[src/design/ucp_pkg.sv]
// ucp_pkg: constants and carrier types for the command port
// assumes one 125 MHz clock domain and synchronous active-low reset
package ucp_pkg;
  localparam logic [2:0] SEL_COMMAND = 3'b100;
  localparam logic [5:0] ADDR_IFCFG = 6'h01;
  localparam logic [5:0] ADDR_DESCRIPTOR_LOAD_PORT = 6'h30;
  localparam logic [5:0] ADDR_UNIDX_LO = 6'h3A;
  localparam logic [5:0] ADDR_UNIDX_HI = 6'h3B;
  localparam logic [5:0] ADDR_UNIDX_VAL = 6'h3C;
  localparam logic [15:0] ADDR_SPEED_OVR = 16'hE6FB;
  localparam logic [7:0] IFCFG_RESET = 8'h00;
  localparam logic [7:0] SPEED_RESET = 8'h00;
  localparam logic [7:0] SPEED_FS_ONLY = 8'h02;
  localparam int POS_IS_ADDR = 7;
  localparam int POS_IS_READ = 6;
  localparam int DESCRIPTOR_LOAD_PORT_BYTES = 500;
  localparam logic [15:0] DESCRIPTOR_LOAD_PORT_DEFAULT_LEN = 16'h0006;
  localparam int BUSY_CYCLES = 2;
  localparam int READ_LAT = 2;
  localparam int PARSE_CYCLES = 16;
  localparam int ENUM_CYCLES = 16;

  typedef struct packed {
    logic wr;
    logic [7:0] data;
  } ucp_cmd_s;

  typedef struct packed {
    logic valid;
    logic [5:0] addr;
    logic [7:0] data;
  } ucp_reg_wr_s;
endpackage : ucp_pkg

[src/design/ucp_command_port.sv]
// ucp_command_port: command-byte interpreter, register file, descriptor load
// assumes master strobes arrive synchronous to clock; enumeration is abstracted
`timescale 1ns/100ps
`default_nettype none
module ucp_command_port #(
  parameter int NUM_EVENTS = 6,
  parameter int DESCRIPTOR_LOAD_PORT_DEPTH = ucp_pkg::DESCRIPTOR_LOAD_PORT_BYTES
) (
  input wire logic clock,
  input wire logic rst_n,
  input wire logic [2:0] interface_select_lines,
  input wire logic write_strobe,
  input wire logic [15:0] shared_data_bus_in,
  input wire logic output_enable,
  input wire logic [NUM_EVENTS-1:0] event_sources,
  output logic [15:0] shared_data_bus_out,
  output logic [15:0] shared_data_bus_oe_n,
  output logic ready,
  output logic int_n,
  output logic pullup_connect,
  output logic full_speed_only,
  output logic default_descriptor,
  output logic enumeration_done_event,
  output logic [7:0] interface_config
);
  typedef enum {ST_IDLE, ST_WR_HI, ST_WR_LO, ST_RD_WAIT, ST_RD_HOLD} ucp_cmd_e;
  typedef enum {EN_IDLE, EN_LEN_LO, EN_LEN_HI, EN_BODY, EN_PARSE, EN_ENUM} ucp_enum_e;

  ucp_cmd_e st_r, st_nxt;
  ucp_enum_e en_r, en_nxt;
  ucp_pkg::ucp_cmd_s cmd;
  ucp_pkg::ucp_reg_wr_s wr_r, wr_nxt;
  logic [5:0] addr_r, addr_nxt;
  logic [3:0] hi_r, hi_nxt;
  logic [1:0] busy_r, busy_nxt;
  logic [1:0] lat_r, lat_nxt;
  logic [7:0] rdata_r, rdata_nxt;
  logic [7:0] ifcfg_r, ifcfg_nxt;
  logic [7:0] ulo_r, ulo_nxt, uhi_r, uhi_nxt, speed_r, speed_nxt;
  logic [15:0] dlen_r, dlen_nxt, dcnt_r, dcnt_nxt;
  logic [4:0] tmr_r, tmr_nxt;
  logic [NUM_EVENTS-1:0] pend_r, pend_nxt;
  logic pull_r, pull_nxt, done_r, done_nxt, dflt_r, dflt_nxt;
  logic [7:0] descriptor_load_port_mem [DESCRIPTOR_LOAD_PORT_DEPTH];
  logic [8:0] descriptor_load_port_waddr;
  logic descriptor_load_port_we;

  function automatic logic [7:0] read_mux(input logic [5:0] a, input logic [7:0] ic,
      input logic [7:0] lo, input logic [7:0] hi, input logic [7:0] sp);
    logic [7:0] v;
    v = 8'h00;
    case (a)
      ucp_pkg::ADDR_IFCFG: v = ic;
      ucp_pkg::ADDR_UNIDX_LO: v = lo;
      ucp_pkg::ADDR_UNIDX_HI: v = hi;
      ucp_pkg::ADDR_UNIDX_VAL: v = ({hi, lo} == ucp_pkg::ADDR_SPEED_OVR) ? sp : 8'h00;
      default: v = 8'h00;
    endcase
    return v;
  endfunction : read_mux

  assign cmd.wr = write_strobe && (interface_select_lines == ucp_pkg::SEL_COMMAND) && ready;
  assign cmd.data = shared_data_bus_in[7:0];

  always_comb begin
    st_nxt = st_r;
    addr_nxt = addr_r;
    hi_nxt = hi_r;
    busy_nxt = busy_r;
    lat_nxt = lat_r;
    rdata_nxt = rdata_r;
    wr_nxt = '0;
    if (busy_r != 2'd0) begin
      busy_nxt = busy_r - 2'd1;
    end
    if (cmd.wr) begin
      busy_nxt = 2'(ucp_pkg::BUSY_CYCLES);
    end
    case (st_r)
      ST_RD_WAIT: begin
        if (lat_r != 2'd0) begin
          lat_nxt = lat_r - 2'd1;
        end else begin
          rdata_nxt = read_mux(addr_r, ifcfg_r, ulo_r, uhi_r, speed_r);
          st_nxt = ST_RD_HOLD;
        end
      end
      default: begin
      end
    endcase
    if (cmd.wr) begin
      if (cmd.data[ucp_pkg::POS_IS_ADDR]) begin
        addr_nxt = cmd.data[5:0];
        if (cmd.data[ucp_pkg::POS_IS_READ]) begin
          st_nxt = ST_RD_WAIT;
          lat_nxt = 2'(ucp_pkg::READ_LAT);
        end else begin
          st_nxt = ST_WR_HI;
        end
      end else begin
        case (st_r)
          ST_WR_HI: begin
            hi_nxt = cmd.data[3:0];
            st_nxt = ST_WR_LO;
          end
          ST_WR_LO: begin
            wr_nxt = '{valid: 1'b1, addr: addr_r, data: {hi_r, cmd.data[3:0]}};
            st_nxt = ST_WR_HI;
          end
          default: begin
          end
        endcase
      end
    end
  end

  assign ready = (busy_r == 2'd0);

  always_comb begin
    ifcfg_nxt = ifcfg_r;
    ulo_nxt = ulo_r;
    uhi_nxt = uhi_r;
    speed_nxt = speed_r;
    if (wr_r.valid) begin
      case (wr_r.addr)
        ucp_pkg::ADDR_IFCFG: ifcfg_nxt = wr_r.data;
        ucp_pkg::ADDR_UNIDX_LO: ulo_nxt = wr_r.data;
        ucp_pkg::ADDR_UNIDX_HI: uhi_nxt = wr_r.data;
        ucp_pkg::ADDR_UNIDX_VAL: begin
          if ({uhi_r, ulo_r} == ucp_pkg::ADDR_SPEED_OVR) begin
            speed_nxt = wr_r.data;
          end
        end
        default: begin
        end
      endcase
    end
  end

  always_comb begin
    en_nxt = en_r;
    dlen_nxt = dlen_r;
    dcnt_nxt = dcnt_r;
    tmr_nxt = tmr_r;
    pull_nxt = pull_r;
    done_nxt = 1'b0;
    dflt_nxt = dflt_r;
    descriptor_load_port_we = 1'b0;
    descriptor_load_port_waddr = dcnt_r[8:0];
    if (wr_r.valid && wr_r.addr == ucp_pkg::ADDR_DESCRIPTOR_LOAD_PORT && en_r != EN_PARSE
        && en_r != EN_ENUM) begin
      case (en_r)
        EN_IDLE, EN_LEN_LO: begin
          dlen_nxt = {8'h00, wr_r.data};
          en_nxt = EN_LEN_HI;
        end
        EN_LEN_HI: begin
          dlen_nxt = {wr_r.data, dlen_r[7:0]};
          dcnt_nxt = 16'h0000;
          en_nxt = EN_BODY;
        end
        EN_BODY: begin
          descriptor_load_port_we = (dcnt_r < 16'(DESCRIPTOR_LOAD_PORT_DEPTH));
          dcnt_nxt = dcnt_r + 16'h0001;
          if (dcnt_r + 16'h0001 >= dlen_r) begin
            dflt_nxt = (dlen_r == ucp_pkg::DESCRIPTOR_LOAD_PORT_DEFAULT_LEN);
            pull_nxt = 1'b0;
            tmr_nxt = 5'(ucp_pkg::PARSE_CYCLES);
            en_nxt = EN_PARSE;
          end
        end
        default: begin
        end
      endcase
    end else if (wr_r.valid && wr_r.addr != ucp_pkg::ADDR_DESCRIPTOR_LOAD_PORT && en_r != EN_PARSE
        && en_r != EN_ENUM) begin
      en_nxt = EN_IDLE;
    end
    case (en_r)
      EN_PARSE: begin
        if (tmr_r == 5'd0) begin
          pull_nxt = 1'b1;
          tmr_nxt = 5'(ucp_pkg::ENUM_CYCLES);
          en_nxt = EN_ENUM;
        end else begin
          tmr_nxt = tmr_r - 5'd1;
        end
      end
      EN_ENUM: begin
        if (tmr_r == 5'd0) begin
          done_nxt = 1'b1;
          en_nxt = EN_IDLE;
        end else begin
          tmr_nxt = tmr_r - 5'd1;
        end
      end
      default: begin
      end
    endcase
  end

  always_comb begin
    pend_nxt = pend_r | event_sources;
    if (st_r != ST_RD_WAIT && st_r != ST_RD_HOLD) begin
      pend_nxt = event_sources;
    end
  end

  always_ff @(posedge clock) begin
    if (!rst_n) begin
      st_r <= ST_IDLE;
      en_r <= EN_IDLE;
      wr_r <= '0;
      addr_r <= 6'h00;
      hi_r <= 4'h0;
      busy_r <= 2'd0;
      lat_r <= 2'd0;
      rdata_r <= 8'h00;
      ifcfg_r <= ucp_pkg::IFCFG_RESET;
      ulo_r <= 8'h00;
      uhi_r <= 8'h00;
      speed_r <= ucp_pkg::SPEED_RESET;
      dlen_r <= 16'h0000;
      dcnt_r <= 16'h0000;
      tmr_r <= 5'd0;
      pend_r <= '0;
      pull_r <= 1'b1;
      done_r <= 1'b0;
      dflt_r <= 1'b0;
    end else begin
      st_r <= st_nxt;
      en_r <= en_nxt;
      wr_r <= wr_nxt;
      addr_r <= addr_nxt;
      hi_r <= hi_nxt;
      busy_r <= busy_nxt;
      lat_r <= lat_nxt;
      rdata_r <= rdata_nxt;
      ifcfg_r <= ifcfg_nxt;
      ulo_r <= ulo_nxt;
      uhi_r <= uhi_nxt;
      speed_r <= speed_nxt;
      dlen_r <= dlen_nxt;
      dcnt_r <= dcnt_nxt;
      tmr_r <= tmr_nxt;
      pend_r <= pend_nxt;
      pull_r <= pull_nxt;
      done_r <= done_nxt;
      dflt_r <= dflt_nxt;
    end
  end

  always_ff @(posedge clock) begin
    if (descriptor_load_port_we) begin
      descriptor_load_port_mem[descriptor_load_port_waddr] <= wr_r.data;
    end
  end

  // held events show once the read is over
  assign int_n = !((st_r == ST_RD_HOLD) || (st_r != ST_RD_WAIT && (|pend_r)));
  assign shared_data_bus_out = {8'h00, rdata_r};
  // upper byte never driven by command reads
  assign shared_data_bus_oe_n = (output_enable && interface_select_lines ==
      ucp_pkg::SEL_COMMAND) ? 16'hFF00 : 16'hFFFF;
  assign pullup_connect = pull_r;
  assign full_speed_only = (speed_r == ucp_pkg::SPEED_FS_ONLY);
  assign default_descriptor = dflt_r;
  assign enumeration_done_event = done_r;
  assign interface_config = ifcfg_r;

  a_sel_gate: assert property (@(posedge clock) disable iff (!rst_n)
    (write_strobe && ready && interface_select_lines != ucp_pkg::SEL_COMMAND)
      |=> ready && $stable(addr_r))
    else $error("command taken while not selected");
  a_ready_drop: assert property (@(posedge clock) disable iff (!rst_n)
    cmd.wr |=> !ready ##1 !ready ##1 ready)
    else $error("ready did not drop then return");
  a_read_int: assert property (@(posedge clock) disable iff (!rst_n)
    (cmd.wr && cmd.data[7:6] == 2'b11) |-> ##[1:5] !int_n)
    else $error("read interrupt missing");
  a_addr_latch: assert property (@(posedge clock) disable iff (!rst_n)
    (cmd.wr && cmd.data[7]) |=> addr_r == $past(cmd.data[5:0]))
    else $error("address not captured");
  a_write_pair: assert property (@(posedge clock) disable iff (!rst_n)
    (cmd.wr && !cmd.data[7] && st_r == ST_WR_LO) |=> wr_r.valid
      && wr_r.data == {$past(hi_r), $past(cmd.data[3:0])})
    else $error("nibble pair mismatch");
  a_abort_write: assert property (@(posedge clock) disable iff (!rst_n)
    (cmd.wr && cmd.data[7:6] == 2'b10) |=> st_r == ST_WR_HI)
    else $error("partial write not dropped");
  a_rd_wait_int: assert property (@(posedge clock) disable iff (!rst_n)
    (st_r == ST_RD_WAIT) |-> int_n)
    else $error("event leaked during read");
  a_speed_out: assert property (@(posedge clock) disable iff (!rst_n)
    (speed_r == ucp_pkg::SPEED_FS_ONLY) |-> full_speed_only)
    else $error("full speed override lost");
  a_pull_parse: assert property (@(posedge clock) disable iff (!rst_n)
    (en_r == EN_PARSE) |-> !pullup_connect)
    else $error("pull-up connected during parse");
  a_event_hold: assert property (@(posedge clock) disable iff (!rst_n)
    (st_r == ST_RD_HOLD && cmd.wr && cmd.data[7:6] == 2'b10 && (|pend_r)) |=> !int_n)
    else $error("held event not raised after read");
  c_read: cover property (@(posedge clock) st_r == ST_RD_HOLD);
  c_write: cover property (@(posedge clock) wr_r.valid);
  c_enum: cover property (@(posedge clock) enumeration_done_event);
endmodule : ucp_command_port
`default_nettype wire

[config.mk]
export PLATFORM = sky130hd
export DESIGN_NAME = ucp_command_port
export DESIGN_NICKNAME = d
export VERILOG_FILES = /design/src/design/ucp_pkg.sv /design/src/design/ucp_command_port.sv
export SDC_FILE = /design/constraint.sdc
export NUM_CORES = 1
export LEC_CHECK = 0
export BUFFER_PORTS_ARGS = -buffer_cell sky130_fd_sc_hd__buf_2
export CORE_AREA = 3 3 133 135
export CTS_CLUSTER_SIZE = 40
export DETAILED_ROUTE_END_ITERATION = 16
export DIE_AREA = 0 0 136 138
export MAX_ROUTING_LAYER = met4
export PLACE_DENSITY = 0.62
export SETUP_SLACK_MARGIN = 0.4
export SYNTH_ARGS = -nofsm -noshare
export SYNTH_HDL_FRONTEND = slang
export SYNTH_SLANG_ARGS = --single-unit
[constraint.sdc]
create_clock -name clock -period 3.4 [get_ports clock]
set_input_delay 0.68 -clock clock [delete_from_list [all_inputs] [get_ports clock]]
set_output_delay 0.68 -clock clock [all_outputs]
set_load 0.05 [all_outputs]
# Word level (Yosys, flattened, before mapping)
# Index checks and enable logic that the tools add are counted.
[totals]
input_bits = 29
elab_cells = 139
output_inout_bits = 46
reg_bits = 179
[op_classes]
reduce_logical = 38
n_eq_ne = 27
bitwise = 7
addsub = 4
mux = 39
n_lt_le_gt_ge = 1
[ops]
columns = ["operator", "count"]
rows = [
  ["32-bit 2-to-1 mux", 9],
  ["32-bit by 2-bit == test with 1-bit output (second input constant)", 4],
  ["32-bit case mux with 2 select lines", 2],
  ["32-bit by 4-bit != test with 1-bit output (second input constant)", 3],
  ["32-bit case mux with 3 select lines", 1],
  ["32-bit by 1-bit == test with 1-bit output (second input constant)", 2],
  ["32-bit by 3-bit == test with 1-bit output (second input constant)", 2],
  ["16-bit case mux with 2 select lines", 2],
  ["6-bit == test (second input constant)", 7],
  ["32-bit by 4-bit == test with 1-bit output (second input constant)", 1],
  ["32-bit zero test", 1],
  ["32-bit by 3-bit != test with 1-bit output (second input constant)", 1],
  ["8-bit case mux with 4 select lines", 1],
  ["5-bit 2-to-1 mux", 5],
  ["16-bit by 1-bit adder with 16-bit output (second input constant)", 1],
  ["16-bit == test (second input constant)", 1],
  ["16-bit by 3-bit == test with 1-bit output (second input constant)", 1],
  ["16-bit greater-or-equal comparator", 1],
  ["2-bit 2-to-1 mux", 8],
  ["8-bit 2-to-1 mux", 2],
  ["2-bit AND reduction", 8],
  ["15-bit 2-to-1 mux", 1],
  ["6-bit by 1-bit == test with 1-bit output (second input constant)", 2],
  ["3-bit AND reduction", 4],
  ["other kinds (20)", 46],
]

# Depth between registers and ports, before layout
# Gate-level depths: netlist (run 1).
[logic_depth]
ltp_word = 8
ltp_mapped = 14
ltp_nobuf = 13

# Worst setup path after synthesis (run 1)
# Ideal clock, no wire load.
[synth_timing]
kind = "register to register"
start = "reg dcnt_r[0]"
end = "reg tmr_r[4]"
slack_ns = 0.171
arrival_time_ns = 3.107
period_less_slack_ns = 3.229
setup_ns = 0.122
path_stages_with_launch = 15
n_path_buf = 1
required_ns = 3.278
cell_sequence = "dfxtp_1 -> ha_1 -> nand3_1 -> or2_2 -> clkbuf_1 -> nor2_1 -> nand2_1 -> xnor2_1 -> ha_1 -> nand4_1 -> a211oi_1 -> a2111o_1 -> a21oi_1 -> nor2_1 -> o311a_1"
[synth_between]
elab_chain_len = 7
[synth_lines]
columns = ["element", "line", "source"]
rows = [
  ["start, declared", "ucp_command_port.sv:40", "logic [15:0] dlen_r, dlen_nxt, dcnt_r, dcnt_nxt;"],
  ["start signal, assigned", "ucp_command_port.sv:244", "dcnt_r <= dcnt_nxt;"],
  ["16-bit by 1-bit adder with 16-bit output *", "ucp_command_port.sv:165", "if (dcnt_r + 16'h0001 >= dlen_r) begin"],
  ["16-bit greater-or-equal comparator *", "ucp_command_port.sv:165", ""],
  ["5-bit 2-to-1 mux *", "ucp_command_port.sv:165", ""],
  ["5-bit 2-to-1 mux *", "ucp_command_port.sv:152", "case (en_r)"],
  ["5-bit 2-to-1 mux *", "ucp_command_port.sv:150", "if (wr_r.valid && wr_r.addr == ucp_pkg::ADDR_DESCRIPTOR_LOAD_PORT && en_r != EN_PARSE"],
  ["5-bit 2-to-1 mux", "ucp_command_port.sv:190", "if (tmr_r == 5'd0) begin"],
  ["5-bit case mux with 2 select lines *", "ucp_command_port.sv:179", "case (en_r)"],
  ["end signal, assigned", "ucp_command_port.sv:245", "tmr_r <= tmr_nxt;"],
  ["end, declared", "ucp_command_port.sv:41", "logic [4:0] tmr_r, tmr_nxt;"],
]
# Every way passes the cells marked *; elsewhere a longest branch is shown, timed or not.
# A chain may end at the register's enable or synchronous reset.

# Worst setup path after layout (run 1)
[layout_timing]
start = "reg dcnt_r[3]"
end = "reg tmr_r[4]"
# Same word-level chain as after synthesis.

==> insert_results.sql, run 1 <==
INSERT INTO impl_metrics (metric_group, metric, value, unit) VALUES
('sta', 'fin_skew', '11.0', 'ps'),
('grt', 'antenna_found_initial', '0', ''),
('drt', 'drt-wirelength-per-cell', '14.0', 'µm'),
('logic_synthesis', 'yosys-mux-area-fraction', '0.0650', ''),
('sta', 'period_share', '0.868', ''),
('placement', 'placement.setup.worst_slack', '153', 'ps'),
('logic_synthesis', 'count_of_different_cell_masters_after_synthesis', '59', ''),
('placement', 'hpwlAfterDp', '10400', 'µm'),
('hold_path', 'timing.hold.worst.start', 'busy_r[0]', ''),
('flow_run', 'maxCapViolCount', '0', ''),
('drt', 'detail-route-antenna-nets', '0', ''),
('drt', 'detailroute.via_count', '5529', ''),
('setup_path', 'worstSetupEndpointType', 'register', ''),
('sta', 'max_slew_margin', '0.313', ''),
('drt', 'drt_drc_violations_left', '0', ''),
('logic_synthesis', 'syn_avg_cell_area', '9.15', 'µm²'),
('logic_synthesis', 'yosys_register_bits', '179', ''),
('drt', 'first_iteration_detailed_routing_drc_count', '308', ''),
('setup_path', 'cp.buffers_inverters', '1', ''),
('setup_path', 'critical-path-max-stage-delay', '550', 'ps'),
('logic_synthesis', 'synthArstFlopShare', '0', ''),
('setup_path', 'path_delay_family', 'compound AO/OA/AOI/OAI gates', ''),
('grt', 'met1_layer_usage_reported_by_global_route', '0.239', ''),
('grt', 'grt-ovfl-total', '0', ''),
('die', 'placement_rows', '47', ''),
('sta', 'worst_slack', '449', 'ps'),
('logic_synthesis', 'post_synth_xor_area_fraction', '0.0189', ''),
('pwr', 'p_leak', '3.53', 'nW'),
('die', 'chipHeight', '138', 'µm'),
('final_layout', 'drive_gt1_frac', '0.192', ''),
('setup_path', 'critPathRequiredTime', '3720', 'ps'),
('logic_synthesis', 'synth-main-ff-cell', 'sky130_fd_sc_hd__dfxtp_1', ''),
('logic_synthesis', 'synth-adder-area-share', '0.0304', ''),
('clock_tree', 'clock_latency_late_sink', '420', 'ps'),
('placement', 'place_congestion', '0.823', ''),
('setup_path', 'worst-endpoint-arrival', '3270', 'ps'),
('drt', 'number_of_vias_per_cell', '5.04', ''),
('die', 'initial_core_util', '0.447', ''),
('sta', 'finalCriticalPeriod', '2950', 'ps'),
('logic_synthesis', 'synth_instances', '810', ''),
('sta', 'rsz0062_at_grt', 'true', ''),
('logic_synthesis', 'syn_area', '7410', 'µm²'),
('setup_path', 'worstSetupPathType', 'register to register', ''),
('sta', 'setup_tns', '0', 'ps'),
('die', 'core-area', '16600', 'µm²'),
('grt', 'track_usage', '0.173', ''),
('run_status', 'status', 'complete, no violations', ''),
('die', 'top_level_ports', '75', ''),
('final_layout', 'antennaDiodeCount', '0', ''),
('sta', 'drv_slew', '0', ''),
('sta', 'tightestPinTransition', '1010', 'ps'),
('final_layout', 'most-common-layout-cells', 'sky130_fd_sc_hd__dfxtp_1 (171), sky130_fd_sc_hd__and2_1 (75), sky130_fd_sc_hd__nand2_1 (72)', ''),
('sta', 'setup-violations-final', '0', ''),
('setup_path', 'worst_r2r_path_depth', '11', ''),
('grt', 'first_global_vias', '5254', ''),
('sta', 'fmaxAchievable', '339', 'MHz'),
('clock_tree', 'clkSlewWorstSetupHoldPaths', '70', 'ps'),
('grt', 'met2_track_demand_over_resource_in_global_routing', '0.256', ''),
('logic_synthesis', 'yosys.area_share.simple', '0.244', ''),
('logic_synthesis', 'synth_top_family_by_area', 'simple AND/OR/NAND/NOR gates', ''),
('final_layout', 'final_common_cell', 'sky130_fd_sc_hd__dfxtp_1', ''),
('clock_tree', 'clk_path_buf_depth', '2', ''),
('logic_synthesis', 'synth_warnings', '0', ''),
('grt', 'grt_start_max_net_pins', '53', ''),
('placement', 'placed_cells', '1054', ''),
('clock_tree', 'htree_num_levels', '4', ''),
('placement', 'portBuffers', '50', ''),
('hold_path', 'min_to', 'busy_r[0]', ''),
('setup_path', 'crit_chain', 'nand3_4, or4_4, buf_4, xnor2_1, ha_1, a21oi_2, o21ai_1, a2111o_1, a21oi_4, nor2_4, o311a_1', ''),
('final_layout', 'final.fill_count', '1550', ''),
('clock_tree', 'cts_buffers', '17', '');
worst max path at each step:
stage                          from        to  slack [ps]  cells after the start
final                     dcnt_r[3]  tmr_r[4]         450                     11
after global routing      dcnt_r[0]   en_r[2]         320                     14
after CTS                 dcnt_r[0]  tmr_r[4]         400                     11
after detailed placement  dcnt_r[1]  tmr_r[4]         150                     13
after global placement    dcnt_r[1]  tmr_r[4]         170                     13
after floorplan           dcnt_r[1]  tmr_r[4]         410                     14
cells in the mapped netlist (5+ instances only):
library cell,count,area (µm²)
sky130_fd_sc_hd__mux2_2,9,101
sky130_fd_sc_hd__or4_1,7,52.6
sky130_fd_sc_hd__xor2_1,5,43.8
sky130_fd_sc_hd__nand3_1,37,185
sky130_fd_sc_hd__and2_1,75,469
sky130_fd_sc_hd__a222oi_1,8,80.1
sky130_fd_sc_hd__nor4_1,19,119
sky130_fd_sc_hd__a21oi_1,59,295
sky130_fd_sc_hd__and3_1,5,31.3
sky130_fd_sc_hd__buf_4,23,173
sky130_fd_sc_hd__o21ai_0,25,125
sky130_fd_sc_hd__inv_1,22,82.6
sky130_fd_sc_hd__o2bb2ai_1,8,70.1
sky130_fd_sc_hd__ha_1,18,225
sky130_fd_sc_hd__clkbuf_1,32,120
sky130_fd_sc_hd__nor3_1,11,55.1
sky130_fd_sc_hd__nor3b_1,5,37.5
sky130_fd_sc_hd__nand2_1,75,282
sky130_fd_sc_hd__nand4_1,7,43.8
sky130_fd_sc_hd__or3_1,6,37.5
sky130_fd_sc_hd__dfxtp_1,179,3580
sky130_fd_sc_hd__xnor2_1,11,96.3
sky130_fd_sc_hd__nor2_1,68,255
sky130_fd_sc_hd__mux2i_1,38,380
flip-flops by register name, summed over array words and instances (netlist names), 5 cells and up:
| signal | cells |
|---|---|
| rdata_r | 8 |
| ulo_r | 8 |
| en_r | 32 |
| addr_r | 6 |
| pend_r | 6 |
| interface_config | 8 |
| st_r | 32 |
| speed_r | 8 |
| tmr_r | 5 |
| uhi_r | 8 |
| dlen_r | 16 |
| wr_r | 15 |
| dcnt_r | 16 |
area by class of cell:
| class | instances | share of cell area |
|---|---|---|
| multi-input combinational | 562 | 0.419 |
| sequential | 179 | 0.416 |
| timing repair buffer | 81 | 0.0568 |
| clock buffer | 18 | 0.0506 |
| tap | 220 | 0.0317 |
| clock inverter | 14 | 0.0159 |
| inverter | 24 | 0.0104 |
worst reg2reg max path, cell delays in order, from the launching register on:
cell                       delay, ps
sky130_fd_sc_hd__dfxtp_4         400
sky130_fd_sc_hd__nand3_4         100
sky130_fd_sc_hd__or4_4           550
sky130_fd_sc_hd__buf_4           160
sky130_fd_sc_hd__xnor2_1         120
sky130_fd_sc_hd__ha_1            300
sky130_fd_sc_hd__a21oi_2         140
sky130_fd_sc_hd__o21ai_1          80
sky130_fd_sc_hd__a2111o_1        470
sky130_fd_sc_hd__a21oi_4         190
sky130_fd_sc_hd__nor2_4           60
sky130_fd_sc_hd__o311a_1         280
routing by layer:
layer / up-vias / wire length, µm
met4: 0 / 153
met5: - / 0
met2: 88 / 6890
li1: 2887 / -
met1: 2543 / 7880
met3: 11 / 503
stage by stage:
step | cell area (µm²) | hold WS [ps] | power, W
global placement | 7830 | 435 | 0.00228
CTS | 8480 | 442 | 0.00417
finish | 8680 | 450 | 0.00411
detailed placement | 7830 | 435 | 0.00228
floorplan | 7480 | 420 | 0.00226
global route | 8680 | 452 | 0.00425
kinds of logic (layout without fill, tap and decap cells):
group,Yosys count,after routing
mux,47,47
simple gates,341,341
xor+xnor,16,16
buf+inv,83,137
compound gates,124,124
flops,179,179
fa+ha+maj,18,18
other cells,2,16
report_power, final:
group | internal [W] | total [W] | switching, W
registers | 0.00210 | 0.00210 | 0.00000476
clock network | 0.000995 | 0.00189 | 0.000892
logic | 0.0000239 | 0.000124 | 0.0000996
total | 0.00312 | 0.00411 | 0.000996
what timing repair did:
action / CTS / global route
endpoints found under the setup margin: 10 / 10
hold buffers: 0 / 0
resized for setup: 13 / 37
buffers inserted: 3 / 9
pin swaps: 3 / 18
Power figures use the tool's default switching activity.
==> run 2, diff against run 1 <==
--- a/config.mk
+++ b/config.mk
@@ -11,7 +11,7 @@
 export DETAILED_ROUTE_END_ITERATION = 16
 export DIE_AREA = 0 0 136 138
 export MAX_ROUTING_LAYER = met4
-export PLACE_DENSITY = 0.62
+export PLACE_DENSITY = 0.6
 export SETUP_SLACK_MARGIN = 0.4
 export SYNTH_ARGS = -nofsm -noshare
 export SYNTH_HDL_FRONTEND = slang
==> constraint.sdc (replaced) <==
create_clock -name clock -period 3 [get_ports clock]
set_input_delay 0.45 -clock clock [delete_from_list [all_inputs] [get_ports clock]]
set_output_delay 0.45 -clock clock [all_outputs]
set_load 0.05 [all_outputs]
==> run 2 against run 1 <==
Fmax increased by 2.1%; register-to-register slack worse by 340 ps; flip-flop and latch count unchanged; cell count increased by 1.2%; non-clock buffer count is 13 higher; via count is 4.6% higher; cell area increased by 1.9%; sequential share of layout area decreased by 0.79 points; worst setup slack got worse by 340 ps; critical path depth rose by 2.
==> insert_results.sql, run 2 (synthesis gave the netlist of run 1 again) <==
INSERT INTO impl_metrics (metric_group, metric, value, unit) VALUES
('final_layout', 'post-route-cell-area', '8840', 'µm²'),
('grt', 'antenna_found_initial', '0', ''),
('pwr', 'power.ir.vdd_worst', '0.411', 'mV'),
('clock_tree', 'clock_latency_late_sink', '430', 'ps'),
('sta', 'finalCriticalPeriod', '2890', 'ps'),
('hold_path', 'holdCritPathClass', 'input port to register', ''),
('placement', 'portBuffers', '50', ''),
('clock_tree', 'cts_tree', 'built', ''),
('drt', 'drt_first_pass_iters', '7', ''),
('drt', 'detailroute.via_count', '5786', ''),
('clock_tree', 'clkSlewWorstSetupHoldPaths', '70', 'ps'),
('drt', 'first_iteration_detailed_routing_drc_count', '353', ''),
('clock_tree', 'clk_root_buffer_cell', 'sky130_fd_sc_hd__clkbuf_16', ''),
('final_layout', 'fin_util', '0.533', ''),
('sta', 'rsz0062_at_grt', 'true', ''),
('die', 'top_level_ports', '75', ''),
('run_status', 'status', 'complete, no violations', ''),
('grt', 'track_usage', '0.186', ''),
('placement', 'hpwlAfterDp', '11600', 'µm'),
('grt', 'first_global_vias', '5741', ''),
('setup_path', 'worst-endpoint-arrival', '3210', 'ps'),
('setup_path', 'worstSetupEndpointType', 'register', ''),
('sta', 'finalHoldViolCount', '0', ''),
('grt', 'grt-ovfl-total', '0', ''),
('pwr', 'p_leak', '3.62', 'nW'),
('final_layout', 'final_common_cell', 'sky130_fd_sc_hd__dfxtp_1', ''),
('clock_tree', 'clk_path_buf_depth', '2', ''),
('drt', 'routed_wirelength', '16500', 'µm'),
('clock_tree', 'cts_buffers', '17', ''),
('drt', 'detail-route-antenna-nets', '0', ''),
('grt', 'grt_pass1_wl', '27800', 'µm'),
('placement', 'placed_cell_area', '7950', 'µm²'),
('die', 'floorplan.die.width', '136', 'µm'),
('sta', 'setup-violations-final', '0', ''),
('sta', 'drv_slew', '0', ''),
('clock_tree', 'clock_sinks', '179', ''),
('sta', 'period_share', '0.963', ''),
('grt', 'grt_start_max_net_pins', '44', ''),
('sta', 'max_slew_margin', '0.490', ''),
('clock_tree', 'htree_num_levels', '4', ''),
('flow_run', 'maxCapViolCount', '0', ''),
('sta', 'fmaxAchievable', '346', 'MHz'),
('final_layout', 'areaGrowthSynthToFinish', '19.4', '%'),
('setup_path', 'worst-path-max-fanout', '6', ''),
('setup_path', 'startpoint_type', 'register', ''),
('final_layout', 'antennaDiodeCount', '0', ''),
('drt', 'number_of_vias_per_cell', '5.21', ''),
('sta', 'finalHoldWorstSlack', '221', 'ps'),
('final_layout', 'most-common-layout-cells', 'sky130_fd_sc_hd__dfxtp_1 (170), sky130_fd_sc_hd__and2_1 (73), sky130_fd_sc_hd__nand2_1 (71)', ''),
('die', 'dieArea', '18800', 'µm²'),
('placement', 'placement.setup.worst_slack', '20.8', 'ps'),
('placement', 'place_congestion', '0.855', ''),
('drt', 'drt-wirelength-per-cell', '14.8', 'µm'),
('die', 'placement_rows', '47', ''),
('die', 'chipHeight', '138', 'µm'),
('sta', 'tightestPinTransition', '762', 'ps'),
('setup_path', 'worstSetupPathType', 'register to register', ''),
('die', 'core-area', '16600', 'µm²'),
('drt', 'drt_drc_violations_left', '0', ''),
('final_layout', 'largest_regs', 'en_r x32, st_r x32', ''),
('sta', 'worst_slack', '111', 'ps'),
('final_layout', 'nNetsFinal', '925', ''),
('final_layout', 'drive_gt1_frac', '0.213', ''),
('pwr', 'pwr_density_cell', '540', 'nW/µm²'),
('clock_tree', 'cts_hold_repair.buffers', '0', ''),
('die', 'initial_core_util', '0.447', ''),
('sta', 'fin_skew', '11.2', 'ps'),
('setup_path', 'critPathRequiredTime', '3320', 'ps');
[run 2: cell types whose count changed in the layout (fill, tap and decap cells not counted), sizes merged]
cell	previous run	this run
buf	81	94
bufinv	0	1
clkinv	6	5
clkinvlp	1	0
inv	31	32
[run 2: cell type report]
type,count,area (µm²)
Tap cell,220,275
Clock buffer,18,429
Multi-Input combinational cell,562,3670
Inverter,24,90.1
Fill cell,1515,7740
Timing Repair Buffer,94,591
Sequential cell,179,3600
Clock inverter,14,181
[run 2: worst paths after layout]
check | slack, ps | to | cells after the start | start
worst max-delay path | 110 | tmr_r[4] | 13 | dcnt_r[0]
worst min-delay path | 220 | pend_r[2] | 3 | event_sources[2]
worst max register to register | 110 | tmr_r[4] | 13 | dcnt_r[0]
worst min register to register | 460 | wr_r[4] | 1 | hi_r[0]
[run 2: repair_timing]
action,4_1_cts,5_1_grt
pin swaps,12,10
setup endpoints to repair,12,72
resized for setup,31,15
setup buffers,11,5
[run 2: critical path: stages (launching register included)]
cell and delay (ps):
sky130_fd_sc_hd__dfxtp_4 390, sky130_fd_sc_hd__ha_4 150, sky130_fd_sc_hd__nand3_4 80, sky130_fd_sc_hd__or2_4 270, sky130_fd_sc_hd__nor2_4 210, sky130_fd_sc_hd__nand2_2 100, sky130_fd_sc_hd__xnor2_2 140, sky130_fd_sc_hd__ha_1 270
sky130_fd_sc_hd__nand4_1 160, sky130_fd_sc_hd__inv_1 60, sky130_fd_sc_hd__a2111o_1 390, sky130_fd_sc_hd__a21oi_2 160, sky130_fd_sc_hd__nor2_2 90, sky130_fd_sc_hd__o311a_1 290
[run 2: stage by stage]
step | total power (W) | setup TNS (ps) | cells
3_3_place_gp | 0.00258 | 0 | 1063
4_1_cts | 0.00483 | 0 | 1106
3_5_place_dp | 0.00258 | 0 | 1063
6_report | 0.00477 | 0 | 1111
2_1_floorplan | 0.00256 | 0 | 824
5_1_grt | 0.00492 | -40.0 | 1111
[run 2: per-layer routing]
layer  global-route usage  routed length, µm  part of all wire
met1                0.243               7790              0.47
met2                0.296               7870              0.48
met3               0.0382                671             0.041
met4               0.0440                146            0.0089
met5                    -                  0                 0
[run 2: where the power goes]
part	switching (W)	internal (W)	total, W	leakage (nW)
registers	0.00000495	0.00238	0.00238	1.45
clock network	0.00104	0.00121	0.00225	0.299
logic	0.000116	0.0000301	0.000146	1.87
total	0.00116	0.00361	0.00477	3.62
